--- config.mk ---
export PLATFORM = sky130hd
export DESIGN_NAME = rfir_regs
export DESIGN_NICKNAME = d
export VERILOG_FILES = /design/src/hw/rfir_pkg.sv /design/src/hw/rfir_group_if.sv /design/src/hw/rfir_regs.sv /design/src/hw/rfir_group.sv
export SDC_FILE = /design/constraint.sdc
export NUM_CORES = 1
export LEC_CHECK = 0
export BUFFER_PORTS_ARGS = -buffer_cell sky130_fd_sc_hd__buf_2
export CORE_MARGIN = 3
export CORE_UTILIZATION = 55
export DETAILED_ROUTE_END_ITERATION = 8
export PLACE_DENSITY = 0.9
export SYNTH_ARGS = -nofsm -noshare
export SYNTH_HDL_FRONTEND = slang
export SYNTH_SLANG_ARGS = --single-unit
--- constraint.sdc ---
create_clock -name clk -period 1.85 [get_ports clk]
set_input_delay 0.185 -clock clk [delete_from_list [all_inputs] [get_ports clk]]
set_output_delay 0.185 -clock clk [all_outputs]
set_load 0.02 [all_outputs]
--- src/hw/rfir_pkg.sv ---
// constants shared by the regulator fault interrupt register block
// assumes one byte-wide register port and live fault levels synchronous to clk
package rfir_pkg;
    localparam int RFIR_ADDR_W = 8;
    localparam int RFIR_DATA_W = 8;

    // register offsets
    localparam logic [7:0] RFIR_BUCK_FAULT_STATUS = 8'h00;
    localparam logic [7:0] RFIR_BUCK_FAULT_MASK = 8'h01;
    localparam logic [7:0] RFIR_BUCK_FAULT_SENSE = 8'h02;
    localparam logic [7:0] RFIR_FUSE_BOOST_INPUT_STATUS = 8'h03;
    localparam logic [7:0] RFIR_FUSE_BOOST_INPUT_MASK = 8'h04;
    localparam logic [7:0] RFIR_FUSE_BOOST_INPUT_SENSE = 8'h05;

    // group one field positions
    localparam int RFIR_BUCK3_BIT = 4;
    localparam int RFIR_BUCK2_BIT = 3;
    localparam int RFIR_BUCK1B_BIT = 1;
    localparam int RFIR_BUCK1A_BIT = 0;

    // group three field positions
    localparam int RFIR_FUSE_ERR_BIT = 7;
    localparam int RFIR_FUSE_DONE_BIT = 6;
    localparam int RFIR_OVERVOLT_BIT = 2;
    localparam int RFIR_BOOST_BIT = 0;

    // implemented bits, everything else reads zero
    localparam logic [7:0] RFIR_G1_IMPL = 8'h1B;
    localparam logic [7:0] RFIR_G3_IMPL = 8'hC5;

    // masks come up masked so nothing fires before software sets up
    localparam logic [7:0] RFIR_G1_MASK_RST = 8'h1B;
    localparam logic [7:0] RFIR_G3_MASK_RST = 8'hC5;
    localparam logic [7:0] RFIR_STATUS_RST = 8'h00;
    localparam logic [7:0] RFIR_RDATA_RST = 8'h00;
endpackage : rfir_pkg

--- src/hw/rfir_group_if.sv ---
// carrier between the top and one status/mask group
// assumes the top raises set requests and decodes the register strobes
interface rfir_group_if;
    logic [rfir_pkg::RFIR_DATA_W-1:0] set_req;
    logic [rfir_pkg::RFIR_DATA_W-1:0] wdata;
    logic wr_status;
    logic wr_mask;
    logic [rfir_pkg::RFIR_DATA_W-1:0] status;
    logic [rfir_pkg::RFIR_DATA_W-1:0] mask;
    logic pending;

    modport top (
        output set_req,
        output wdata,
        output wr_status,
        output wr_mask,
        input status,
        input mask,
        input pending
    );
    modport grp (
        input set_req,
        input wdata,
        input wr_status,
        input wr_mask,
        output status,
        output mask,
        output pending
    );
endinterface : rfir_group_if

--- src/hw/rfir_regs.sv ---
// top of the regulator fault interrupt registers: decode, live inputs, pin
// assumes live fault levels synchronous to clk and a never-waiting register port
module rfir_regs (
    input wire logic clk,
    input wire logic rst_b,
    input wire logic ce,
    input wire logic [7:0] addr,
    input wire logic [7:0] wdata,
    input wire logic wr_stb,
    input wire logic rd_stb,
    output logic [7:0] rdata,
    input wire logic buck3_fault_live,
    input wire logic buck2_fault_live,
    input wire logic buck1_phase_b_live,
    input wire logic buck1_phase_a_live,
    input wire logic fuse_error_live,
    input wire logic fuse_program_running_live,
    input wire logic input_overvoltage_live,
    input wire logic boost_fault_live,
    output logic interrupt_request_pin_b
);
    rfir_group_if g1 ();
    rfir_group_if g3 ();

    logic [7:0] sense1;
    logic [7:0] sense3;
    logic [7:0] set1;
    logic [7:0] set3;
    logic fuse_run_q;
    logic next_fuse_run_q;
    logic fuse_done_evt;
    logic [7:0] next_rdata;
    logic [7:0] read_mux;

    // sense bits are wires from the detectors, so a reset shows the true state
    always_comb
    begin
        sense1 = '0;
        sense1[rfir_pkg::RFIR_BUCK3_BIT] = buck3_fault_live;
        sense1[rfir_pkg::RFIR_BUCK2_BIT] = buck2_fault_live;
        sense1[rfir_pkg::RFIR_BUCK1B_BIT] = buck1_phase_b_live;
        sense1[rfir_pkg::RFIR_BUCK1A_BIT] = buck1_phase_a_live;
    end

    always_comb
    begin
        sense3 = '0;
        sense3[rfir_pkg::RFIR_FUSE_ERR_BIT] = fuse_error_live;
        sense3[rfir_pkg::RFIR_FUSE_DONE_BIT] = fuse_program_running_live;
        sense3[rfir_pkg::RFIR_OVERVOLT_BIT] = input_overvoltage_live;
        sense3[rfir_pkg::RFIR_BOOST_BIT] = boost_fault_live;
    end

    // completion is the falling edge of the running level
    always_comb
    begin
        next_fuse_run_q = fuse_program_running_live;
    end

    always_ff @(posedge clk or negedge rst_b)
    begin
        if (!rst_b)
        begin
            fuse_run_q <= 1'b0;
        end
        else if (ce)
        begin
            fuse_run_q <= next_fuse_run_q;
        end
    end

    assign fuse_done_evt = fuse_run_q & ~fuse_program_running_live;

    // level faults keep setting their flag for as long as they last
    always_comb
    begin
        set1 = '0;
        set1[rfir_pkg::RFIR_BUCK3_BIT] = buck3_fault_live;
        set1[rfir_pkg::RFIR_BUCK2_BIT] = buck2_fault_live;
        set1[rfir_pkg::RFIR_BUCK1B_BIT] = buck1_phase_b_live;
        set1[rfir_pkg::RFIR_BUCK1A_BIT] = buck1_phase_a_live;
    end

    always_comb
    begin
        set3 = '0;
        set3[rfir_pkg::RFIR_FUSE_ERR_BIT] = fuse_error_live;
        set3[rfir_pkg::RFIR_FUSE_DONE_BIT] = fuse_done_evt;
        set3[rfir_pkg::RFIR_OVERVOLT_BIT] = input_overvoltage_live;
        set3[rfir_pkg::RFIR_BOOST_BIT] = boost_fault_live;
    end

    assign g1.set_req = set1;
    assign g3.set_req = set3;
    assign g1.wdata = wdata;
    assign g3.wdata = wdata;
    assign g1.wr_status = wr_stb && (addr == rfir_pkg::RFIR_BUCK_FAULT_STATUS);
    assign g1.wr_mask = wr_stb && (addr == rfir_pkg::RFIR_BUCK_FAULT_MASK);
    assign g3.wr_status = wr_stb && (addr == rfir_pkg::RFIR_FUSE_BOOST_INPUT_STATUS);
    assign g3.wr_mask = wr_stb && (addr == rfir_pkg::RFIR_FUSE_BOOST_INPUT_MASK);

    rfir_group #(
        .IMPL(rfir_pkg::RFIR_G1_IMPL),
        .MASK_RST(rfir_pkg::RFIR_G1_MASK_RST)
    ) u_group1 (
        .clk(clk),
        .rst_b(rst_b),
        .ce(ce),
        .g(g1.grp)
    );

    rfir_group #(
        .IMPL(rfir_pkg::RFIR_G3_IMPL),
        .MASK_RST(rfir_pkg::RFIR_G3_MASK_RST)
    ) u_group3 (
        .clk(clk),
        .rst_b(rst_b),
        .ce(ce),
        .g(g3.grp)
    );

    // sense writes fall through the decode and are dropped
    always_comb
    begin
        unique case (addr)
            rfir_pkg::RFIR_BUCK_FAULT_STATUS: read_mux = g1.status;
            rfir_pkg::RFIR_BUCK_FAULT_MASK: read_mux = g1.mask;
            rfir_pkg::RFIR_BUCK_FAULT_SENSE: read_mux = sense1;
            rfir_pkg::RFIR_FUSE_BOOST_INPUT_STATUS: read_mux = g3.status;
            rfir_pkg::RFIR_FUSE_BOOST_INPUT_MASK: read_mux = g3.mask;
            rfir_pkg::RFIR_FUSE_BOOST_INPUT_SENSE: read_mux = sense3;
            default: read_mux = '0;
        endcase
    end

    // read data is shown for exactly one cycle, zero otherwise
    always_comb
    begin
        next_rdata = rfir_pkg::RFIR_RDATA_RST;
        if (rd_stb)
        begin
            next_rdata = read_mux;
        end
    end

    always_ff @(posedge clk or negedge rst_b)
    begin
        if (!rst_b)
        begin
            rdata <= rfir_pkg::RFIR_RDATA_RST;
        end
        else if (ce)
        begin
            rdata <= next_rdata;
        end
    end

    // pin is gated straight from flops, one level per group, no extra lag
    assign interrupt_request_pin_b = ~(g1.pending | g3.pending);
endmodule : rfir_regs

--- src/hw/rfir_group.sv ---
// one group of sticky fault flags with its mask register
// assumes strobes are one cycle and already qualified by address
module rfir_group #(
    parameter logic [7:0] IMPL = 8'h00,
    parameter logic [7:0] MASK_RST = 8'h00
) (
    input wire logic clk,
    input wire logic rst_b,
    input wire logic ce,
    rfir_group_if.grp g
);
    logic [rfir_pkg::RFIR_DATA_W-1:0] next_status;
    logic [rfir_pkg::RFIR_DATA_W-1:0] next_mask;

    // set beats a same-cycle write-one clear
    genvar i;
    generate
        for (i = 0; i < rfir_pkg::RFIR_DATA_W; i++)
        begin : g_flag
            assign next_status[i] = IMPL[i]
                & (g.set_req[i] | (g.status[i] & ~(g.wr_status & g.wdata[i])));
        end
    endgenerate

    always_comb
    begin
        next_mask = g.mask;
        if (g.wr_mask)
        begin
            next_mask = g.wdata & IMPL;
        end
    end

    always_ff @(posedge clk or negedge rst_b)
    begin
        if (!rst_b)
        begin
            g.status <= rfir_pkg::RFIR_STATUS_RST;
            g.mask <= MASK_RST;
        end
        else if (ce)
        begin
            g.status <= next_status;
            g.mask <= next_mask;
        end
    end

    // a zero mask bit lets its flag through
    assign g.pending = |(g.status & ~g.mask);
endmodule : rfir_group

==> impl_metrics.yaml <==
power_and_ir_drop:
  power.leakage_nw: 0.784
  power.share.sequential_pct: 52.1
  vdd.ir_drop.worst_mv: 0.529
  cellPowerDensity_nw_per_um2: 667
  pwr-share-clk_pct: 36.3
  switching_power_uw: 233
  cell_internal_power_dissipation_uw: 808
  comb_power_share_pct: 11.6
  switching_share_pct: 22.4
final_layout:
  instances_no_fill: 187
  layout-drive-gt1-share_pct: 40.9
  syn2layout_area_growth_pct: 17.4
  fin_nets: 189
  final_core_util_pct: 69.3
  antenna_cells_inserted: 0
timing:
  final_setup_violating_endpoints: 0
  timing.slew.headroom_pct: 64.8
  finalClockSkew_ns: 0.00512
  setup_repair_after_global_routing_missed_its_margin: "false"
  timing.fmax_mhz: 583
  final_critical_path_setup_slack_ns: 0.134
  report.final.hold_viol_count: 0
  worstMarginPinSlew_ns: 0.528
  hold-worst-slack_ns: 0.0527
  finalCriticalPeriod_ns: 1.72
  period_utilization_post_route_pct: 92.7
  timing.setup.tns_ns: 0
  final_max_slew_viol_count: 0
cts:
  post_cts_resized: 0
  cts.clk_slew.worst_paths_ns: 0.14
  clock_latency_on_the_worst_skew_pair_ns: 0.31
  tritoncts: "yes"
  cts_inserted_buffers: 3
  cts_root_buffer: "clkbuf_4"
  number_of_hold_repair_buffers_added_at_the_cts_stage: 1
  clock_path_buffers: 2
  numClockSinks: 24
  cts-htree-levels: 1
  postCtsSetupBuffers: 0
grt:
  grt_pass1_wl_mm: 5.04
  grt_pass1_vias: 1152
  antenna_violations_before_repair: 0
  grt-ovfl-total: 0
  grt_use_total_pct: 20.3
  grt_max_degree: 25
place:
  gpl.final_weighted_congestion: 0.800
  hpwl_after_detailed_placement_mm: 2.24
  port_buffers: 35
  dp_worst_setup_slack_ns: 0.212
  place_inst: 182
detailed_routing:
  routed_via_density: 5.89
  post_route_ant_nets: 0
  postRouteWirelength_mm: 2.99
  drcViolationCount: 0
  routedWlPerCell_um: 16.0
  drtIter0Drc: 20
  count_of_tritonroute_iterations_in_the_first_routing_pass: 4
  dr_total_vias: 1102
logic_synthesis:
  async_flop_share_pct: 100
  post_synth_cell_types: 33
  synth-edff-count: 0
  synthTopCellsByArea: "dfrtp_1, dfstp_2, mux2_4, o22ai_1, inv_1"
  synth_cells: 126
  yosysWarningCount: 0
  yosysTopAreaCellShare_pct: 30.1
  seq_area_frac_synth_pct: 45.9
  ys_seq_elements: 24
  syn-cell-area_um2: 1330
  synthesis.area_per_instance_um2: 10.6
  synth_ff_type: "dfrtp_1"
  yosysTopAreaCell: "dfrtp_1"
  mappedNetlistNets: 155
setup_path:
  critical_path.startpoint_type: "flop"
  criticalPathCategory: "reg -> out"
  critical_path_arrival_ns: 1.53
  cp_max_fo: 3
  slowest_stage: "dfstp_2"
  critPathMaxStageDelay_ns: 0.58
  timing.critical_path.cells: "o22ai_1, nor4_1, buf_2"
  cp.required_ns: 1.66
  element_type_at_the_critical_path_end: "output pin"
floorplan:
  die-height_um: 55.2
  ioPinCount: 38
  core_area_um2: 2250
  floorplan.initialDensity_pct: 59.0
  die-area_um2: 3050
  die_w_um: 55.2
  rows: 17
job:
  max-cap-violations: 0
run_status:
  run_status: "completed"
hold_path:
  timing.hold.worst.class: "in -> reg"
-- layout make-up --
type / count / area [µm²]
Fill cell: 182 / 692
Clock inverter: 1 / 30.0
Clock buffer: 3 / 22.5
Timing Repair Buffer: 37 / 193
Tap cell: 28 / 35.0
Sequential cell: 24 / 611
Multi-Input combinational cell: 78 / 612
Inverter: 16 / 60.1
-- critical path: cells and delay by family (launching register included) --
family                 cells  cell delay [ns]
and+or+nand+nor            1             0.33
DFF                        1             0.58
buffers and inverters      1             0.23
AOI/OAI and AO/OA          1             0.09
-- power by group through the flow --
| stage | combinational [mW] | sequential [mW] | clock, mW |
|---|---|---|---|
| CTS | 0.121 | 0.543 | 0.383 |
| global route | 0.133 | 0.544 | 0.407 |
| floorplan | 0.0635 | 0.550 | 0 |
| detailed placement | 0.119 | 0.552 | 0 |
| global placement | 0.114 | 0.551 | 0 |
| finish | 0.121 | 0.543 | 0.378 |
-- Yosys cell counts, drive strengths merged (2+ instances only) --
cell type  count
dfrtp         16
inv           16
mux2          12
o22ai         12
dfstp          8
a21oi          7
buf            6
a22oi          5
nand2          5
a31oi          4
and3           4
nand3          4
nor2           4
a22o           3
mux2i          3
o21ai          3
clkbuf         2
nand3b         2
nand4b         2
nor4           2
-- layout by cell type, fill, tap and decap left out, drive strengths merged --
cell type / synthesis / layout
a2111oi: 1 / 1
a21o: 1 / 1
a21oi: 7 / 7
a22o: 3 / 3
a22oi: 5 / 5
a31oi: 4 / 4
and3: 4 / 4
buf: 6 / 36
bufinv: 0 / 1
clkbuf: 2 / 3
conb: 1 / 1
dfrtp: 16 / 16
dfstp: 8 / 8
dlygate4sd3: 0 / 1
inv: 16 / 16
mux2: 12 / 12
mux2i: 3 / 3
nand2: 5 / 5
nand3: 4 / 4
nand3b: 2 / 2
nand4: 1 / 1
nand4b: 2 / 2
nor2: 4 / 4
nor3b: 1 / 1
nor4: 2 / 2
o21ai: 3 / 3
o22ai: 12 / 12
or2: 1 / 1
-- registers in the layout, indices dropped and copies added, names as in the netlist --
signal and cells:
rdata 7, u_group1.g.status 4, fuse_run_q 1, u_group1.g.mask 4, u_group3.g.mask 4, u_group3.g.status 4
-- logic make-up after synthesis --
group                  after synthesis  share of synthesized area (%)
flip-flops                          24                           45.9
other                                1                          0.282
AO/OA/AOI/OAI                       36                           17.3
buffers and inverters               24                           8.18
AND/OR/NAND/NOR                     26                           13.7
multiplexers                        15                           14.7
-- final timing paths --
path / start / endpoint / slack, ns / cells past startpoint
worst max-delay path: u_group1.g.mask[3] / interrupt_request_pin_b / 0.13 / 3
worst min-delay path: wdata[3] / u_group1.g.status[3] / 0.05 / 2
worst max register to register: u_group1.g.mask[0] / rdata[0] / 0.44 / 4
worst min register to register: fuse_run_q / fuse_run_q / 0.53 / 1
max in group asynchronous: rst_b / u_group3.g.mask[0] / 1.11 / 2
min in group asynchronous: rst_b / rdata[2] / 0.37 / 2
-- metrics by stage --
step	cell area (µm²)	total power, mW
floorplan	1330	0.614
global placement	1500	0.665
detailed placement	1500	0.670
CTS	1560	1.05
global route	1560	1.08
finish	1560	1.04
-- routing by layer --
| layer | track usage, % | up-vias | part of all wire (%) |
|---|---|---|---|
| met5 | 0 | - | 0 |
| met4 | 4.17 | 0 | 0.47 |
| met3 | 3.97 | 2 | 6.5 |
| met2 | 34.8 | 45 | 48 |
| met1 | 26.6 | 536 | 45 |
| li1 | - | 519 | - |
(Power assumes the default switching activity.)
